[config.mk]
export PLATFORM = sky130hd
export DESIGN_NAME = usb_attach_control
export DESIGN_NICKNAME = d
export VERILOG_FILES = /design/src/inc/usb_attach_pkg.sv /design/src/rtl/usb_rx_fifo.sv /design/src/rtl/usb_attach_control.sv
export SDC_FILE = /design/constraint.sdc
export NUM_CORES = 1
export LEC_CHECK = 0
export BUFFER_PORTS_ARGS = -buffer_cell sky130_fd_sc_hd__clkbuf_2
export CAP_MARGIN = 5
export CORE_UTILIZATION = 38
export DETAILED_ROUTE_END_ITERATION = 8
export PLACE_DENSITY = 0.64
export SLEW_MARGIN = 5
export SYNTH_ARGS = -nofsm -noshare
export SYNTH_HDL_FRONTEND = slang
export SYNTH_SLANG_ARGS = --single-unit
[constraint.sdc]
create_clock -name pclk -period 8.1 [get_ports pclk]
set_clock_uncertainty 0.2 [all_clocks]
set_input_delay 1.62 -clock pclk [delete_from_list [all_inputs] [get_ports pclk]]
set_output_delay 1.62 -clock pclk [all_outputs]
set_load 0.02 [all_outputs]
[src/inc/usb_attach_pkg.sv]
// Package with register map, field layout, reset values and shared types for the USB attach block
package usb_attach_pkg;

    // ------------------------------------------------------------
    // Register byte offsets
    // ------------------------------------------------------------
    localparam logic [7:0] CTRL_OFS = 8'h00;
    localparam logic [7:0] PINSEL_OFS = 8'h04;
    localparam logic [7:0] STATUS_OFS = 8'h08;
    localparam logic [7:0] DATA_OFS = 8'h0C;

    // ------------------------------------------------------------
    // Control register fields
    // ------------------------------------------------------------
    localparam int CTRL_READY_BIT = 0;     // Software ready to enumerate
    localparam int CTRL_SELF_PWR_BIT = 1;  // Self powered operation
    localparam int CTRL_EXT_PU_BIT = 2;    // External pull-up on a general-purpose pin
    localparam int CTRL_AUDIO_BIT = 3;     // Audio endpoint layout
    localparam int CTRL_WIDTH = 4;
    localparam logic [3:0] CTRL_RESET = 4'h0;  // Internal pull-up, bus powered, transport layout

    // ------------------------------------------------------------
    // Pin selection fields and reset values
    // ------------------------------------------------------------
    localparam int PIN_COUNT = 16;
    localparam int PIN_SEL_W = 4;
    localparam int PS_PULLUP_LSB = 0;
    localparam int PS_VBUS_LSB = 4;
    localparam int PS_UNPLUG_LSB = 8;
    localparam int PS_WAKE_LSB = 12;
    localparam logic [15:0] PINSEL_RESET = 16'h3210;

    // ------------------------------------------------------------
    // Status register fields
    // ------------------------------------------------------------
    localparam int ST_VBUS_BIT = 0;
    localparam int ST_DETACHED_BIT = 1;
    localparam int ST_PULLUP_BIT = 2;
    localparam int ST_SUSPEND_BIT = 3;
    localparam int ST_ADDR_LSB = 8;
    localparam int ST_FIFO_BIT = 15;
    localparam int ST_POWER_LSB = 16;

    // ------------------------------------------------------------
    // Bus power request: 100 mA in 2 mA descriptor units
    // ------------------------------------------------------------
    localparam int BUS_CURRENT_MA = 100;
    localparam int POWER_UNIT_MA = 2;
    localparam logic [7:0] MAX_POWER_UNITS = 8'(BUS_CURRENT_MA / POWER_UNIT_MA);

    // ------------------------------------------------------------
    // Data path
    // ------------------------------------------------------------
    localparam int DATA_W = 8;
    localparam int FIFO_DEPTH = 16;
    localparam logic [6:0] DEFAULT_ADDR = 7'h00;

    // Attachment states
    typedef enum logic [1:0] {ST_UNPLUGGED, ST_WAIT_VBUS, ST_ATTACHED, ST_SUSPENDED} attach_state_t;

    // Transmit line drive from the serial engine
    typedef struct packed {
        logic en;
        logic dp;
        logic dn;
    } line_drive_t;

    // Received byte from the serial engine
    typedef struct packed {
        logic valid;
        logic [7:0] data;
    } rx_word_t;

endpackage

[src/rtl/usb_rx_fifo.sv]
// Synchronous FIFO with valid and ready on both sides and a registered ready
`timescale 1ns/10ps
`default_nettype none
module usb_rx_fifo #(
    parameter int WIDTH = 8,
    parameter int DEPTH = 16
) (
    // Clock and reset
    input wire logic clk,
    input wire logic rst_n,
    input wire logic ce,
    input wire logic flush,
    // Filling side
    input wire logic in_valid,
    input wire logic [WIDTH-1:0] in_data,
    output logic in_ready,
    // Draining side
    output logic out_valid,
    output logic [WIDTH-1:0] out_data,
    input wire logic out_ready
);
    localparam int AW = $clog2(DEPTH);
    logic [WIDTH-1:0] mem [DEPTH];  // Storage
    logic [AW-1:0] wr_ptr;          // Write pointer
    logic [AW-1:0] rd_ptr;          // Read pointer
    logic [AW:0] count;             // Fill level
    wire push = in_valid && in_ready;
    wire pop = out_valid && out_ready;
    wire [AW:0] next_count = count + (AW+1)'(push) - (AW+1)'(pop);

    assign out_valid = (count != '0);
    assign out_data = mem[rd_ptr];

    // Pointers and level; ready is registered from the next level so it never lags
    always_ff @(posedge clk or negedge rst_n) begin
        if (!rst_n) begin
            wr_ptr <= '0;
            rd_ptr <= '0;
            count <= '0;
            in_ready <= 1'b1;
        end else if (ce) begin
            if (flush) begin
                wr_ptr <= '0;
                rd_ptr <= '0;
                count <= '0;
                in_ready <= 1'b1;
            end else begin
                if (push) wr_ptr <= wr_ptr + 1'b1;
                if (pop) rd_ptr <= rd_ptr + 1'b1;
                count <= next_count;
                in_ready <= (next_count < (AW+1)'(DEPTH));
            end
        end
    end

    // Storage write, no reset needed
    always_ff @(posedge clk) begin
        if (ce && push && !flush) mem[wr_ptr] <= in_data;
    end
endmodule
`default_nettype wire

[src/rtl/usb_attach_control.sv]
// USB attachment control: pull-up, VBUS sense, suspend, detach and wake, APB registers
//
// Contract
// - Full-speed function only, never a host
// - Only answer host requests; host starts all
// - Selectable transport or audio endpoint layout
// - Pull D+ up only when ready
// - Internal or pin pull-up, internal by default
// - Self powered: no pull-up without VBUS
// - VBUS sense pin chosen by number
// - Bus powered: declare 100 mA
// - Enter suspend when host commands it
// - Radio off when bus powered and suspended
// - Pins switch off lights and amplifiers
// - Detach and wake pins chosen by number
// - Detach high: lines floating, pull-up off
// - Detach low: restore pull-up, await enumeration
// - Wake output high only while detached
// - No in-band resume while detached
`timescale 1ns/10ps
`default_nettype none
module usb_attach_control (
    // Clock, reset and enable
    input wire logic pclk,
    input wire logic presetn,
    input wire logic ce,
    // APB slave
    input wire logic psel,
    input wire logic penable,
    input wire logic pwrite,
    input wire logic [7:0] paddr,
    input wire logic [31:0] pwdata,
    output logic [31:0] prdata,
    output logic pready,
    output logic pslverr,
    // General-purpose pins
    input wire logic [15:0] general_purpose_pin_in,
    output logic [15:0] general_purpose_pin_out,
    output logic [15:0] general_purpose_pin_oe,
    // USB data lines and internal pull-up
    output logic usb_d_plus_pin_out,
    output logic usb_d_minus_pin_out,
    output logic usb_d_plus_pin_oe,
    output logic usb_d_minus_pin_oe,
    output logic internal_pullup_en,
    // Serial engine side
    input wire usb_attach_pkg::line_drive_t tx_drive,
    input wire usb_attach_pkg::rx_word_t rx_word,
    output logic rx_ready,
    input wire logic suspend_req,
    input wire logic set_addr_stb,
    input wire logic [6:0] set_addr_val,
    input wire logic resume_req,
    output logic resume_en,
    output logic [6:0] usb_addr,
    output logic audio_layout,
    output logic [7:0] max_power,
    // Power control
    output logic radio_en,
    output logic peripherals_off
);
    // ------------------------------------------------------------
    // Registers and state
    // ------------------------------------------------------------
    logic [3:0] ctrl;                      // Software control bits
    logic [15:0] pinsel;                   // Pin numbers for each function
    logic [15:0] gp_meta;                  // First synchroniser stage
    logic [15:0] gp_sync;                  // Second synchroniser stage
    usb_attach_pkg::attach_state_t state;  // Attachment state
    usb_attach_pkg::attach_state_t next_state;
    logic detached;                        // Registered unplug level
    logic fifo_out_valid;
    logic [7:0] fifo_out_data;

    // ------------------------------------------------------------
    // Decoding
    // ------------------------------------------------------------
    function automatic logic pick_pin(input logic [15:0] pins, input logic [3:0] sel);
        pick_pin = pins[sel];
    endfunction

    wire [3:0] sel_pullup = pinsel[usb_attach_pkg::PS_PULLUP_LSB +: usb_attach_pkg::PIN_SEL_W];
    wire [3:0] sel_vbus = pinsel[usb_attach_pkg::PS_VBUS_LSB +: usb_attach_pkg::PIN_SEL_W];
    wire [3:0] sel_unplug = pinsel[usb_attach_pkg::PS_UNPLUG_LSB +: usb_attach_pkg::PIN_SEL_W];
    wire [3:0] sel_wake = pinsel[usb_attach_pkg::PS_WAKE_LSB +: usb_attach_pkg::PIN_SEL_W];
    wire ready = ctrl[usb_attach_pkg::CTRL_READY_BIT];
    wire self_pwr = ctrl[usb_attach_pkg::CTRL_SELF_PWR_BIT];
    wire ext_pu = ctrl[usb_attach_pkg::CTRL_EXT_PU_BIT];
    // VBUS sense read from the chosen pin
    wire vbus_seen = pick_pin(gp_sync, sel_vbus);
    // Unplug request read from the chosen pin
    wire unplug_req = pick_pin(gp_sync, sel_unplug);
    // Without self power the cable powers us, so VBUS is present by definition
    wire vbus_ok = !self_pwr || vbus_seen;
    wire pullup_on = (state == usb_attach_pkg::ST_ATTACHED) || (state == usb_attach_pkg::ST_SUSPENDED);
    wire next_pullup = (next_state == usb_attach_pkg::ST_ATTACHED)
        || (next_state == usb_attach_pkg::ST_SUSPENDED);
    wire next_suspended = (next_state == usb_attach_pkg::ST_SUSPENDED);

    // APB decode
    wire apb_access = psel && penable && !pready;
    wire hit_ctrl = (paddr == usb_attach_pkg::CTRL_OFS);
    wire hit_pinsel = (paddr == usb_attach_pkg::PINSEL_OFS);
    wire hit_status = (paddr == usb_attach_pkg::STATUS_OFS);
    wire hit_data = (paddr == usb_attach_pkg::DATA_OFS);
    wire hit_any = hit_ctrl || hit_pinsel || hit_status || hit_data;
    wire write_ok = hit_ctrl || hit_pinsel;
    wire bad_access = pwrite ? !write_ok : !hit_any;
    wire data_pop = apb_access && !pwrite && hit_data;

    // Status word
    wire [31:0] status_word = {8'h00, max_power, fifo_out_valid, usb_addr, 4'h0,
        (state == usb_attach_pkg::ST_SUSPENDED), pullup_on, detached, vbus_seen};
    wire [31:0] read_mux =
        hit_ctrl ? {28'h0000000, ctrl} :
        hit_pinsel ? {16'h0000, pinsel} :
        hit_status ? status_word :
        hit_data ? {23'h000000, fifo_out_valid, fifo_out_data} : 32'h00000000;

    // Detached: bytes from the line are accepted and dropped so nothing stalls
    wire fifo_in_valid = rx_word.valid && !detached;
    wire fifo_in_ready;

    // ------------------------------------------------------------
    // Pin synchroniser
    // ------------------------------------------------------------
    // Two stages; only the second stage feeds the decoders
    always_ff @(posedge pclk or negedge presetn) begin
        if (!presetn) begin
            gp_meta <= 16'h0000;
            gp_sync <= 16'h0000;
        end else if (ce) begin
            gp_meta <= general_purpose_pin_in;
            gp_sync <= gp_meta;
        end
    end

    // ------------------------------------------------------------
    // Attachment state machine
    // ------------------------------------------------------------
    // Unplug wins over everything, then missing VBUS, then suspend
    always_comb begin
        next_state = state;
        case (state)
            usb_attach_pkg::ST_UNPLUGGED: begin
                if (!unplug_req) next_state = usb_attach_pkg::ST_WAIT_VBUS;
            end
            usb_attach_pkg::ST_WAIT_VBUS: begin
                if (unplug_req) next_state = usb_attach_pkg::ST_UNPLUGGED;
                else if (ready && vbus_ok) next_state = usb_attach_pkg::ST_ATTACHED;
            end
            usb_attach_pkg::ST_ATTACHED: begin
                if (unplug_req) next_state = usb_attach_pkg::ST_UNPLUGGED;
                else if (!ready || !vbus_ok) next_state = usb_attach_pkg::ST_WAIT_VBUS;
                else if (suspend_req) next_state = usb_attach_pkg::ST_SUSPENDED;
            end
            usb_attach_pkg::ST_SUSPENDED: begin
                if (unplug_req) next_state = usb_attach_pkg::ST_UNPLUGGED;
                else if (!ready || !vbus_ok) next_state = usb_attach_pkg::ST_WAIT_VBUS;
                else if (!suspend_req) next_state = usb_attach_pkg::ST_ATTACHED;
            end
            default: begin
                next_state = usb_attach_pkg::ST_UNPLUGGED;
            end
        endcase
    end

    // State register; start unplugged so the pull-up is off from reset
    always_ff @(posedge pclk or negedge presetn) begin
        if (!presetn) begin
            state <= usb_attach_pkg::ST_UNPLUGGED;
            detached <= 1'b1;
        end else if (ce) begin
            state <= next_state;
            detached <= (next_state == usb_attach_pkg::ST_UNPLUGGED);
        end
    end

    // ------------------------------------------------------------
    // Line and pull-up drive
    // ------------------------------------------------------------
    // Lines only driven when the engine answers the host and we are attached or suspended
    always_ff @(posedge pclk or negedge presetn) begin
        if (!presetn) begin
            usb_d_plus_pin_out <= 1'b0;
            usb_d_minus_pin_out <= 1'b0;
            usb_d_plus_pin_oe <= 1'b0;
            usb_d_minus_pin_oe <= 1'b0;
            internal_pullup_en <= 1'b0;
        end else if (ce) begin
            usb_d_plus_pin_out <= tx_drive.dp;
            usb_d_minus_pin_out <= tx_drive.dn;
            usb_d_plus_pin_oe <= tx_drive.en && next_pullup;
            usb_d_minus_pin_oe <= tx_drive.en && next_pullup;
            internal_pullup_en <= next_pullup && !ext_pu;
        end
    end

    // General-purpose pin outputs: external pull-up and wake
    // The wake pin is only enabled while detached, so it never fights the host otherwise
    always_ff @(posedge pclk or negedge presetn) begin
        if (!presetn) begin
            general_purpose_pin_out <= 16'h0000;
            general_purpose_pin_oe <= 16'h0000;
        end else if (ce) begin
            for (int i = 0; i < usb_attach_pkg::PIN_COUNT; i++) begin
                if (ext_pu && (sel_pullup == 4'(i))) begin
                    general_purpose_pin_out[i] <= next_pullup;
                    general_purpose_pin_oe[i] <= next_pullup;
                end else if (sel_wake == 4'(i)) begin
                    general_purpose_pin_out[i] <= resume_req && (next_state == usb_attach_pkg::ST_UNPLUGGED);
                    general_purpose_pin_oe[i] <= (next_state == usb_attach_pkg::ST_UNPLUGGED);
                end else begin
                    general_purpose_pin_out[i] <= 1'b0;
                    general_purpose_pin_oe[i] <= 1'b0;
                end
            end
        end
    end

    // ------------------------------------------------------------
    // Engine side controls
    // ------------------------------------------------------------
    // Address set by the host; reverts to default while unplugged
    always_ff @(posedge pclk or negedge presetn) begin
        if (!presetn) begin
            usb_addr <= usb_attach_pkg::DEFAULT_ADDR;
            resume_en <= 1'b0;
            audio_layout <= 1'b0;
            max_power <= 8'h00;
            radio_en <= 1'b0;
            peripherals_off <= 1'b1;
        end else if (ce) begin
            if (next_state == usb_attach_pkg::ST_UNPLUGGED) usb_addr <= usb_attach_pkg::DEFAULT_ADDR;
            else if (set_addr_stb) usb_addr <= set_addr_val;
            resume_en <= next_suspended;
            audio_layout <= ctrl[usb_attach_pkg::CTRL_AUDIO_BIT];
            // Self powered functions report zero bus current
            max_power <= self_pwr ? 8'h00 : usb_attach_pkg::MAX_POWER_UNITS;
            radio_en <= !(next_suspended && !self_pwr);
            peripherals_off <= next_suspended;
        end
    end

    // ------------------------------------------------------------
    // APB slave: one wait state, error on unmapped or read-only writes
    // ------------------------------------------------------------
    always_ff @(posedge pclk or negedge presetn) begin
        if (!presetn) begin
            ctrl <= usb_attach_pkg::CTRL_RESET;
            pinsel <= usb_attach_pkg::PINSEL_RESET;
            pready <= 1'b0;
            pslverr <= 1'b0;
            prdata <= 32'h00000000;
        end else if (ce) begin
            pready <= apb_access;
            pslverr <= apb_access && bad_access;
            if (apb_access && pwrite && hit_ctrl) ctrl <= pwdata[3:0];
            if (apb_access && pwrite && hit_pinsel) pinsel <= pwdata[15:0];
            prdata <= (apb_access && !pwrite) ? read_mux : 32'h00000000;
        end
    end

    // Received data buffer; it holds bytes until software drains them or a detach flushes them
    usb_rx_fifo #(.WIDTH(usb_attach_pkg::DATA_W), .DEPTH(usb_attach_pkg::FIFO_DEPTH)) rx_fifo (
        .clk(pclk),
        .rst_n(presetn),
        .ce(ce),
        .flush(detached),
        .in_valid(fifo_in_valid),
        .in_data(rx_word.data),
        .in_ready(fifo_in_ready),
        .out_valid(fifo_out_valid),
        .out_data(fifo_out_data),
        .out_ready(data_pop)
    );

    // No back-pressure reaches the engine; rx_ready stays high, so bytes are swallowed while detached or the FIFO is full
    always_ff @(posedge pclk or negedge presetn) begin
        if (!presetn) rx_ready <= 1'b0;
        else if (ce) rx_ready <= 1'b1;
    end
    wire unused_ready = fifo_in_ready;
endmodule
`default_nettype wire

# Word level (Yosys, flattened, before mapping)
# Memory sizes are Yosys's and may differ from the RTL's.
# Index checks and enable logic that the tools add are counted.
[word_totals] ff_bits=159 latch_bits=0 mem_bits_rw=128 rom_bits=0 input_bits=84 mem_count=1
[op_classes] n_addsub=4 mul=0 n_div=0 magnitude_cmp=3 eq_ne=38 shift=0 n_mux=95 n_bitwise=0 n_reduce_logical=65
[memory_table] memory="rx_fifo.mem" depth=16 width=8 read_ports=1 rd_clocked_by_memory_dff=0 write_ports=1 line_no="usb_rx_fifo.sv:23" rtl="logic [WIDTH-1:0] mem [DEPTH];"
[op_table] cell="2-to-1 mux 24 bit" count=4
[op_table] cell="2-to-1 mux 1 bit" count=70
[op_table] cell="== test 4 bit, second input constant" count=16
[op_table] cell="logical AND 1 bit" count=34
[op_table] cell="== test 4 x 3 -> 1 bit, second input constant" count=8
[op_table] cell="2-to-1 mux 2 bit" count=9
[op_table] cell="== test 4 x 2 -> 1 bit, second input constant" count=4
[op_table] cell="== test 8 x 4 -> 1 bit, second input constant" count=2
[op_table] cell="2-to-1 mux 4 bit" count=4
[op_table] cell="2-to-1 mux 7 bit" count=2
[op_table] cell="zero test 1 bit" count=10
[op_table] cell="less-than comparator 4 x 5 -> 1 bit, second input constant" count=2
[op_table] cell="AND reduction 2 bit" count=5
[op_table] cell="2-to-1 mux 9 bit" count=1
[op_table] cell="adder 4 x 1 -> 4 bit, second input constant" count=2
[op_table] cell="binary-select mux 1 bit (select 4 bit)" count=2
[op_table] cell="== test 2 bit, second input constant" count=4
[op_table] cell="== test 4 x 1 -> 1 bit, second input constant" count=2
[op_table] cell="== test 8 x 3 -> 1 bit, second input constant" count=1
[op_table] cell="zero test 4 bit" count=2
[op_table] cell="zero test 8 bit" count=1
[op_table] cell="one-hot mux 2 bit (4 select lines)" count=1
[op_table] cell="logical OR 1 bit" count=7
[op_table] cell="2-to-1 mux 6 bit" count=1
[op_table] cell="other kinds (8)" count=11

# Logic depth before layout (Yosys ltp)
# Gate-level depths: netlist (run 1).
[logic_depth] ltp_word=12 ltp_mapped=15 mapped_depth_nobuf=15

# Modules after synthesis
# From an unflattened synthesis (run 1), not the netlist that was laid out.
[unflattened] cells_unflattened=865 hier_area_um2=12011.5
[modules_own_cells] module="usb_attach_control" n_inst=1 cells_per_inst=510 area_each_um2=6020.8 seq_area_each_um2=3085.5
[modules_own_cells] module="usb_rx_fifo" n_inst=1 cells_per_inst=355 area_each_um2=5990.7 seq_area_each_um2=4195.3

# Least setup slack after synthesis (run 1)
# OpenSTA, ideal clock, no wires.
[synth_path] path_type="input port to flip-flop" from="input paddr[1]" to="register rx_fifo.count[4]" setup_time_ns=0.130 arrival_time_ns=4.100 required_ns=7.770 path_slack_ns=3.670 cell_stages=13 path_cell_list="nor4_1 nor4b_2 nand2_1 inv_1 ha_1 inv_1 ha_1 fa_1 a21oi_1 o21bai_1 xnor2_1 mux2i_1 o2bb2ai_1"
[synth_between] elab_chain_cells=5
[synth_rtl] element="start: declaration" line_no="usb_attach_control.sv:31" rtl="input wire logic [7:0] paddr,"
[synth_rtl] element="== test 8 x 4 -> 1 bit" line_no="usb_attach_control.sv:105" rtl="wire hit_data = (paddr == usb_attach_pkg::DATA_OFS);"
[synth_rtl] element="logical AND 1 bit" line_no="usb_attach_control.sv:109" rtl="wire data_pop = apb_access && !pwrite && hit_data;"
[synth_rtl] element="logical AND 1 bit" line_no="usb_rx_fifo.sv:28" rtl="wire pop = out_valid && out_ready;"
[synth_rtl] element="subtractor 5 x 1 -> 5 bit" line_no="usb_rx_fifo.sv:29" rtl="wire [AW:0] next_count = count + (AW+1)'(push) - (AW+1)'(pop);"
[synth_rtl] element="2-to-1 mux 5 bit" line_no="usb_rx_fifo.sv:42" rtl="if (flush) begin"
[synth_rtl] element="end signal: assignment" line_no="usb_rx_fifo.sv:50" rtl="count <= next_count;"
[synth_rtl] element="end: declaration" line_no="usb_rx_fifo.sv:26" rtl="logic [AW:0] count;"
# Every way passes these cells.
# A chain may end at the register's enable or synchronous reset.

# Final worst setup path (run 1)
# Ends and elaborated chain as after synthesis.

==> flow_metrics.tcl, run 1 <==
set metrics [dict create \
    crit_path_start "paddr[1]" \
    syn_inst 794 \
    dr_total_vias 7276 \
    cts_tree "done" \
    setup_tns_ns 0 \
    setup_violations 0 \
    outcome "finished clean" \
    ys_seq_area_share_pct 62.7 \
    drc 0 \
    antenna_found_initial 0 \
    post-cts-setup-buffers 0 \
    placementRows 63 \
    ys.warnings.count 0 \
    synthSimpleGateAreaFrac_pct 6.79 \
    ys.flop_type "dfrtp_1" \
    root_buffer "clkbuf_16" \
    ys_ff_latch 265 \
    synth.avg_cell_area_sq_um 14.6 \
    htree_levels 1 \
    cp-start-kind "input pin" \
    gp_congestion 0.830 \
    power_density_nw_per_um2 246 \
    ioPinCount 175 \
    fmax_mhz 218 \
    cts_inserted_buffers 29 \
    synth_xor_area_share_pct 0.302 \
    first_global_vias 7242 \
    n_antenna_cell 0 \
    slew_violations 0 \
    core_sq_um 29900 \
    fp.dieW_microns 177 \
    place_area_sq_um 12600 \
    r2r_slack_ns 3.90 \
    portBuffers 140 \
    dp_hpwl_mm 17.7 \
    start_util_pct 38.9 \
    worst_pin_slew_ns 1.15 \
    grt_usage_pct 16.8 \
    clk_pin_slew_ns 0.06 \
    irDropWorstVdd_v 0.000158 \
    synth-compound-area-share_pct 10.0 \
    via_per_inst 5.44 \
    nets 1020 \
    die_y_microns 177 \
    drtIter0Drc 575 \
    yosys.area_share.adder_pct 1.36 \
    clock_latency_ns 0.54 \
    critPathKind "input pin to flop" \
    rr_startpoint "rx_fifo.count[2]$_DFFE_PN0P_" \
    hp-class "flop to flop" \
    worst_setup_path_end_kind "flop" \
    synth_edf_count 128 \
    hold_buffers 0 \
    clk_path_buf_depth 3 \
    ctsResizeCount 0 \
    syn2layout_area_growth_pct 16.0 \
    wire_per_inst_microns 19.1 \
    grt_first_pass_wirelength_mm 41.4 \
    cts_sinks 265 \
    hold_viol 0 \
    synth_top_family_by_area "multiplexers" \
    cp_max_fo 6 \
    synth_mux_area_share_pct 14.7 \
    synthesis.area_sq_um 11600 \
    final_antenna_net_count 0 \
    worst-endpoint-arrival_ns 4.80 \
    final_area_sq_um 13500 \
    grt_max_degree 80 \
    min_from "rx_ready$_DFFE_PN0P_" \
    totalWireLength_mm 25.5 \
    die_area_sq_um 31300 \
    layout-drive-gt1-share_pct 31.4 \
    rsz0062_at_grt "false" \
    firstDrtPassIters 5 \
    min_period_ns 4.59 \
    max-slew-margin-rel_pct 22.6 \
    maxCapViolations 0 \
    gr-total-overflow 0 \
    async_reset_ff_share_pct 51.7 \
    fin_crit_sh_pct 56.6 \
    cellLeakagePower_nw 5.29 \
    synthDistinctLibCells 66 \
    cp.required_ns 8.32 \
]
[routing by layer]
layer / global-route usage (%) / vias up / part of all wire [%] / routed length, microns
li1: - / 3314 / - / -
met1: 23.2 / 3675 / 45 / 11400
met2: 27.4 / 245 / 48 / 12100
met3: 2.88 / 42 / 5.5 / 1400
met4: 4.53 / 0 / 2.2 / 563
met5: 0 / - / 0 / 0
[cells in the final DEF, fill, tap and decap left out, types with 7 or more instances in the layout]
cell type,instances
mux2i_1,8
a32oi_1,34
nand3_1,16
a22oi_1,12
nor2_1,33
o2bb2ai_1,18
ha_1,11
nor3_1,12
o21ai_1,40
mux4_2,41
a22o_1,7
clkbuf_1,8
a21oi_1,13
conb_1,18
dfrtp_1,129
clkinv_2,7
mux2_2,39
edfxtp_1,128
clkbuf_16,29
clkbuf_2,139
nor2b_1,9
mux2_1,23
nor3b_1,10
dfstp_2,7
nand2_1,36
inv_1,17
buf_4,12
[critical path, stage by stage]
cell	delay [ns]
clkbuf_2	0.08
nor4_1	0.54
nor4b_2	0.63
nand2_1	0.15
inv_1	0.12
ha_1	0.13
inv_1	0.04
ha_1	0.20
fa_1	0.44
a21oi_1	0.18
o21bai_1	0.09
xnor2_1	0.28
mux2i_1	0.23
o2bb2ai_1	0.08
[sequential cells by signal, indices dropped and copies added, names as in the netlist, 2 cells and up]
| signal | cells |
|---|---|
| rx_fifo.mem | 128 |
| prdata | 17 |
| general_purpose_pin_oe | 16 |
| general_purpose_pin_out | 16 |
| gp_meta | 16 |
| gp_sync | 16 |
| pinsel | 16 |
| usb_addr | 7 |
| rx_fifo.count | 5 |
| ctrl | 4 |
| rx_fifo.rd_ptr | 4 |
| rx_fifo.wr_ptr | 4 |
| state | 2 |
[synth_stat cells, types with 6 or more instances]
master / instances / area share, %
and3_1: 6 / 0.32
nor2b_1: 9 / 0.48
buf_4: 23 / 1.5
dfstp_2: 7 / 1.6
buf_2: 7 / 0.30
mux2_2: 39 / 3.8
mux2_1: 23 / 2.2
nor3b_1: 10 / 0.65
o21ai_1: 40 / 1.7
o2bb2ai_1: 18 / 1.4
a32oi_1: 34 / 2.6
mux2i_1: 8 / 0.69
ha_1: 11 / 1.2
dfrtp_1: 130 / 28
nand3_1: 16 / 0.69
clkbuf_1: 29 / 0.94
nor2_1: 33 / 1.1
inv_1: 17 / 0.55
nand2_1: 36 / 1.2
buf_1: 7 / 0.23
edfxtp_1: 128 / 33
a22oi_1: 12 / 0.78
a21oi_1: 13 / 0.56
nor3_1: 12 / 0.52
mux4_2: 41 / 8.0
a22o_1: 7 / 0.53
[report_power, final]
| group | internal (mW) | switching (mW) |
|---|---|---|
| clock | 0.707 | 0.520 |
| sequential | 1.49 | 0.0638 |
| combinational | 0.254 | 0.285 |
[final timing paths]
| check | endpoint | cells past startpoint |
|---|---|---|
| worst max-delay path | rx_fifo.count[4]$_DFFE_PN0P_ | 14 |
| worst min-delay path | rx_ready$_DFFE_PN0P_ | 1 |
| worst max register to register | rx_fifo.count[4]$_DFFE_PN0P_ | 15 |
| worst min register to register | rx_ready$_DFFE_PN0P_ | 1 |
| max in group asynchronous | gp_meta[15]$_DFFE_PN0P_ | 2 |
| min in group asynchronous | general_purpose_pin_oe[11]$_DFFE_PN0P_ | 1 |
[final cells by class]
class	instances	area (sq um)
Clock inverter	12	73.8
Timing Repair Buffer	152	797
Inverter	24	90.1
Clock buffer	42	825
Sequential cell	265	7280
Tap cell	390	488
Fill cell	2672	16400
Multi-Input combinational cell	452	3920
[stage by stage]
stage / setup slack [ns] / power (mW) / util [%] / hold WS (ns) / std cells
finish: 3.51 / 3.32 / 45.1 / 0.263 / 1337
CTS: 3.51 / 3.36 / 45.1 / 0.269 / 1337
detailed placement: 2.95 / 2.12 / 42.1 / 0.254 / 1283
global placement: 3.06 / 2.11 / 42.1 / 0.251 / 1283
global route: 3.20 / 3.47 / 45.1 / 0.284 / 1337
floorplan: 3.67 / 1.97 / - / 0.275 / 811
[kinds of logic after synthesis]
group,count (synthesis)
other cells,1
xor+xnor,4
flops,265
mux,111
simple gates,148
fa+ha+maj,12
buf+inv,94
compound gates,159
No activity file was read; power rests on OpenSTA's default activity.
==> run 2, diff against run 1 <==
--- a/config.mk
+++ b/config.mk
@@ -5,6 +5,7 @@
 export SDC_FILE = /design/constraint.sdc
 export NUM_CORES = 1
 export LEC_CHECK = 0
+export ABC_AREA = 1
 export BUFFER_PORTS_ARGS = -buffer_cell sky130_fd_sc_hd__clkbuf_2
 export CAP_MARGIN = 5
 export CORE_UTILIZATION = 38
==> constraint.sdc (replaced) <==
create_clock -name pclk -period 4.65 [get_ports pclk]
set_clock_uncertainty 0.2 [all_clocks]
set_input_delay 0.93 -clock pclk [delete_from_list [all_inputs] [get_ports pclk]]
set_output_delay 0.93 -clock pclk [all_outputs]
set_load 0.02 [all_outputs]
==> run 2 against run 1 <==
Combinational power up 69%. Core utilization down 0.58 points. First-iteration DRC count up 51%. Clock power up 89%. Largest power group unchanged. Power up 78%.
==> flow_metrics.tcl, run 2 <==
set metrics [dict create \
    outcome "finished clean" \
    reg2regPathDepth 4 \
    final_area_sq_um 14000 \
    ys.warnings.count 0 \
    first_global_vias 8992 \
    ioPinCount 175 \
    htree_levels 1 \
    cp-start-kind "input pin" \
    slowest_stage "fa_1" \
    synth_area_leaders "edfxtp_1 32%, dfrtp_1 27%, nand2_1 8.8%, nor2_1 5.3%, o21ai_0 4.5%" \
    synth_common_cells "284 x nand2_1, 173 x nor2_1, 130 x dfrtp_1" \
    cellLeakagePower_nw 6.23 \
    synth_edf_count 128 \
    gp_congestion 0.835 \
    start_util_pct 38.6 \
    wl_met3_mm 1.30 \
    switching_share_pct 28.1 \
    power_density_nw_per_um2 420 \
    clk_path_buf_depth 3 \
    layout_setup_ws_ns 1.47 \
    critical-path-max-stage-delay_ns 0.42 \
    wire_per_inst_microns 16.1 \
    dr_total_vias 9231 \
    syn_inst 1293 \
    power_mw 5.90 \
    totalWireLength_mm 29.5 \
    place_area_sq_um 13100 \
    setup_violations 0 \
    rsz0062_at_grt "false" \
    fmax_mhz 314 \
    synth.avg_cell_area_sq_um 9.41 \
    cp.required_ns 4.90 \
    firstDrtPassIters 5 \
    layout_common_cells "284 x nand2_1, 173 x nor2_1, 138 x clkbuf_2, 130 x dfrtp_1, 128 x edfxtp_1" \
    seq_power_share_pct 45.0 \
    pwr-share-comb_pct 15.5 \
    synthMostInstantiatedCell "nand2_1" \
    layout-drive-gt1-share_pct 16.5 \
    fin_cells 1834 \
    top_layer "met4" \
    ys_ff_latch 265 \
    slew_violations 0 \
    cts_sinks 265 \
    largestRegisters "rx_fifo.mem (128), prdata (17)" \
    cts_tree "done" \
    ys_seq_area_share_pct 59.8 \
    core_sq_um 31600 \
    hold_buffers 0 \
    fin_crit_sh_pct 68.4 \
    nets 1505 \
    grt_max_degree 104 \
    worst_setup_path_end_kind "flop" \
    met2_wirelength_mm 14.0 \
    min_period_ns 3.18 \
    max-slew-margin-rel_pct 27.7 \
    crit_chain "clkbuf_2 > or2_1 > nor4_4 > nand2_2 > nor2_2 > ha_1 > inv_1 > ha_1 > fa_1 > nand2_1 > a21oi_1 > nor3_1 > nand3b_1 > nand2_1 > o21a_1" \
    worstSetupEndpoint "rx_fifo.count[4]$_DFFE_PN0P_" \
    crit_path_start "paddr[1]" \
    root_buffer "clkbuf_16" \
    cts_inserted_buffers 29 \
    r2r_end "rx_fifo.mem[12][3]$_DFFE_PP_" \
    async_reset_ff_share_pct 51.7 \
    setup_tns_ns 0 \
    drtIter0Drc 867 \
    post-cts-setup-buffers 0 \
    synth_top_area_cell "edfxtp_1" \
    clock_latency_ns 0.56 \
    wl_met1_mm 13.5 \
    antenna_found_initial 0 \
    via_per_inst 5.03 \
    p_int_mw 4.24 \
    ys.flop_type "dfrtp_1" \
    die_y_microns 181 \
    final_antenna_net_count 0 \
    fp.dieW_microns 181 \
    synthDistinctLibCells 48 \
    worst-endpoint-arrival_ns 3.43 \
    placed_cells 1780 \
    maxCapViolations 0 \
    r2r_slack_ns 1.80 \
    power_switching_mw 1.66 \
    portBuffers 140 \
    worst_pin_slew_ns 1.08 \
    place_worst_setup_slack_ns 0.937 \
    holdWs_ns 0.269 \
    power.share.clock_pct 39.5 \
    final_common_cell "nand2_1" \
    grt_usage_pct 18.0 \
    gr-total-overflow 0 \
    placementRows 65 \
    hold_viol 0 \
    cp_max_fo 3 \
    critPathKind "input pin to flop" \
    ctsResizeCount 0 \
    n_antenna_cell 0 \
    die_area_sq_um 32700 \
    hp-class "flop to flop" \
    holdPathStages 1 \
    irDropWorstVdd_v 0.000279 \
    final_core_util_pct 44.5 \
    syn2layout_area_growth_pct 15.4 \
    drc 0 \
    largest_register_ffs 128 \
    regMostFlops "rx_fifo.mem" \
    rr_startpoint "rx_fifo.in_ready$_DFFE_PN1P_" \
    dp_hpwl_mm 19.6 \
    clk_pin_slew_ns 0.06 \
    synthesis.area_sq_um 12200 \
    grt_first_pass_wirelength_mm 47.5 \
    yosysTopAreaCellShare_pct 31.6 \
]
-- run 2: changes by cell type after synthesis, moves of 23 or more --
| cell | previous run | this run |
|---|---|---|
| nand3_1 | 16 | 78 |
| o21ai_0 | 5 | 110 |
| a21oi_1 | 13 | 67 |
| mux4_2 | 41 | 0 |
| nor2_1 | 33 | 173 |
| a32oi_1 | 34 | 0 |
| mux2_2 | 39 | 0 |
| o21ai_1 | 40 | 14 |
| inv_1 | 17 | 96 |
| mux2_1 | 23 | 0 |
| nand2_1 | 36 | 284 |
-- run 2: kinds of logic (layout without fill, tap and decap cells) --
logic type | after synthesis | count (layout) | share of synthesized area (%)
compound gates | 243 | 243 | 11.0
xor+xnor | 2 | 2 | 0.144
fa+ha+maj | 12 | 12 | 1.30
buf+inv | 184 | 306 | 6.92
flops | 265 | 265 | 59.8
other cells | 1 | 18 | 0.0308
simple gates | 586 | 586 | 20.8
-- run 2: worst min-delay path by stage --
stage / startpoint / to
3_5_place_dp: rx_ready$_DFFE_PN0P_ / rx_ready$_DFFE_PN0P_
4_1_cts: rx_ready$_DFFE_PN0P_ / rx_ready$_DFFE_PN0P_
6_report: rx_ready$_DFFE_PN0P_ / rx_ready$_DFFE_PN0P_
3_3_place_gp: rx_ready$_DFFE_PN0P_ / rx_ready$_DFFE_PN0P_
5_1_grt: rx_ready$_DFFE_PN0P_ / rx_ready$_DFFE_PN0P_
2_1_floorplan: gp_meta[0]$_DFFE_PN0P_ / gp_meta[0]$_DFFE_PN0P_
-- run 2: area by class of cell --
class                   count  area (sq um)
clock inverters            17           186
multi-input cells         861          4110
repair buffers            148           782
fillers                  3004         17500
well taps                 402           503
inverters                 104           393
flip-flops and latches    265          7280
clock buffers              37           793
-- run 2: power groups by stage --
stage	logic (mW)	registers, mW	clock network (mW)
finish	0.915	2.66	2.33
global route	1.05	2.67	2.46
CTS	0.927	2.66	2.37
detailed placement	0.922	2.70	0
global placement	0.898	2.70	0
floorplan	0.631	2.72	0
-- run 2: worst max-delay path, delay by kind of cell --
| kind | cells | cell delay [ns] |
|---|---|---|
| buffers and inverters | 2 | 0.11 |
| adder cells (fa/ha/maj) | 3 | 0.77 |
| AND/OR/NAND/NOR | 8 | 1.42 |
| AO/OA/AOI/OAI | 2 | 0.21 |
-- run 2: metal layers --
| metal | GRT usage, % | up-vias |
|---|---|---|
| met5 | 0 | - |
| met4 | 5.05 | 0 |
| met3 | 2.60 | 45 |
| met2 | 29.8 | 249 |
| met1 | 24.6 | 4404 |
| li1 | - | 4533 |
==> run 3, diff against run 2 <==
--- a/config.mk
+++ b/config.mk
@@ -5,7 +5,7 @@
 export SDC_FILE = /design/constraint.sdc
 export NUM_CORES = 1
 export LEC_CHECK = 0
-export ABC_AREA = 1
+export ABC_AREA = 0
 export BUFFER_PORTS_ARGS = -buffer_cell sky130_fd_sc_hd__clkbuf_2
 export CAP_MARGIN = 5
 export CORE_UTILIZATION = 38
==> constraint.sdc (replaced) <==
create_clock -name pclk -period 3.35 [get_ports pclk]
set_clock_uncertainty 0.2 [all_clocks]
set_input_delay 0.67 -clock pclk [delete_from_list [all_inputs] [get_ports pclk]]
set_output_delay 0.67 -clock pclk [all_outputs]
set_load 0.02 [all_outputs]
==> run 3 against run 2 <==
Via count shrank 20%. Cell count fell by 25%. Sequential share of layout area up 0.79 points. Critical path depth up 1. Power up 41%. Wire length down 11%. First-iteration DRC count is 32% lower. Critical endpoint unchanged. Largest cell class unchanged. Highest routed layer unchanged.
==> flow_metrics.tcl, run 3 (synthesized netlist as in run 1, its figures left out) <==
set metrics [dict create \
    outcome "finished clean" \
    regMostFlops "rx_fifo.mem" \
    cellLeakagePower_nw 5.51 \
    gp_congestion 0.807 \
    setup_violations 0 \
    power_switching_mw 2.13 \
    final_common_cell "clkbuf_2" \
    cts_inserted_buffers 29 \
    maxCapViolations 0 \
    largest_register_ffs 128 \
    hold_viol 0 \
    hp-class "input pin to flop" \
    cts_tree "done" \
    die_y_microns 177 \
    worst-endpoint-arrival_ns 3.42 \
    cp-start-kind "flop" \
    fin_crit_sh_pct 95.3 \
    grt_first_pass_wirelength_mm 41.6 \
    crit_chain "inv_1 > ha_1 > nor4b_2 > buf_4 > nor3_2 > nand2_1 > inv_1 > ha_1 > inv_1 > ha_1 > fa_2 > a21oi_1 > o21bai_1 > xnor2_2 > mux2i_1 > o2bb2ai_1" \
    max-slew-margin-rel_pct 47.8 \
    power.share.clock_pct 38.1 \
    via_per_inst 5.41 \
    wire_per_inst_microns 19.2 \
    root_buffer "clkbuf_16" \
    syn2layout_area_growth_pct 19.2 \
    p_int_mw 6.19 \
    portBuffers 140 \
    htree_levels 1 \
    dr_total_vias 7418 \
    totalWireLength_mm 26.3 \
    clock_latency_ns 0.55 \
    drtIter0Drc 588 \
    final_antenna_net_count 0 \
    irDropWorstVdd_v 0.000375 \
    dp_hpwl_mm 18.9 \
    cp.required_ns 3.58 \
    antenna_found_initial 0 \
    power_density_nw_per_um2 602 \
    fp.dieW_microns 177 \
    post-cts-setup-buffers 0 \
    final_core_util_pct 46.3 \
    die_area_sq_um 31300 \
    core_sq_um 29900 \
    cp_max_fo 3 \
    layout_common_cells "139 x clkbuf_2, 129 x dfrtp_1, 128 x edfxtp_1, 46 x buf_4, 41 x mux4_2" \
    start_util_pct 38.9 \
    drc 0 \
    largestRegisters "rx_fifo.mem (128), prdata (17)" \
    firstDrtPassIters 5 \
    min_period_ns 3.19 \
    setup_tns_ns 0 \
    worst_pin_slew_ns 0.781 \
    nets 1055 \
    clk_path_buf_depth 3 \
    seq_power_share_pct 45.9 \
    pwr-share-comb_pct 15.9 \
    layout-drive-gt1-share_pct 34.3 \
    grt_max_degree 56 \
    critical-path-max-stage-delay_ns 0.39 \
    n_antenna_cell 0 \
    fmax_mhz 313 \
    ioPinCount 175 \
    worst_setup_path_end_kind "flop" \
    slowest_stage "dfrtp_1" \
    placementRows 63 \
    critPathKind "flop to flop" \
    cts_sinks 265 \
    switching_share_pct 25.6 \
    gr-total-overflow 0 \
    clk_pin_slew_ns 0.06 \
    slew_violations 0 \
    grt_usage_pct 16.9 \
    first_global_vias 7326 \
]
-- run 3: layer usage --
layer	routed length, microns	vias to the layer above	GRT usage (%)
li1	-	3372	-
met5	0	-	0
met4	495	0	3.99
met2	12500	276	27.8
met3	1510	43	2.56
met1	11800	3727	23.6
-- run 3: final cells by class --
cell class / count / area, sq um
fill: 2648 / 16000
sequential: 265 / 7280
multi-input combinational: 452 / 3950
timing repair buffer: 187 / 1060
clock buffer: 43 / 850
tap: 390 / 488
clock inverter: 10 / 114
inverter: 24 / 90.1
-- run 3: power groups by stage --
stage                     Combinational [mW]  Sequential [mW]  Clock [mW]
after floorplan                         1.01             3.76           0
after global placement                  1.28             3.88           0
after detailed placement                1.31             3.88           0
after CTS                               1.32             3.82        3.25
after global routing                    1.45             3.86        3.36
final                                   1.33             3.82        3.18
-- run 3: through the flow --
step	cells	setup slack, ns	hold slack [ns]	instance area, sq um	power (mW)
after floorplan	811	0.0165	0.174	11700	4.77
after global placement	1317	-0.163	0.272	12800	5.16
after CTS	1371	0.0195	0.106	13800	8.40
final	1371	0.157	0.131	13800	8.33
after detailed placement	1317	-0.188	0.278	12800	5.19
after global routing	1371	-0.0133	0.128	13800	8.67
-- run 3: timing repair --
action,in CTS,in global routing
hold buffers,1,0
endpoints found under the hold margin,47,0
pin swaps,1,1
setup endpoints to repair,2,2
resized for setup,2,3
-- run 3: path summary, 6_finish.rpt --
path,startpoint,to,slack [ns],cells after the start
worst max-delay path,rx_fifo.count[2]$_DFFE_PN0P_,rx_fifo.count[4]$_DFFE_PN0P_,0.16,16
worst min-delay path,tx_drive[2],usb_d_minus_pin_oe$_DFFE_PN0P_,0.13,3
worst max register to register,rx_fifo.count[2]$_DFFE_PN0P_,rx_fifo.count[4]$_DFFE_PN0P_,0.16,16
worst min register to register,peripherals_off$_DFFE_PN1P_,peripherals_off$_DFFE_PN1P_,0.29,1
max in group asynchronous,presetn,gp_sync[11]$_DFFE_PN0P_,1.75,3
min in group asynchronous,presetn,general_purpose_pin_oe[7]$_DFFE_PN0P_,0.44,2
-- run 3: worst max-delay path: cells and delay by family, from the launching register on --
kind / cells / cell delay (ns)
mux: 1 / 0.20
simple gates: 3 / 0.35
fa+ha+maj: 4 / 1.01
buf+inv: 4 / 0.37
xor+xnor: 1 / 0.20
flops: 1 / 0.39
compound gates: 3 / 0.36
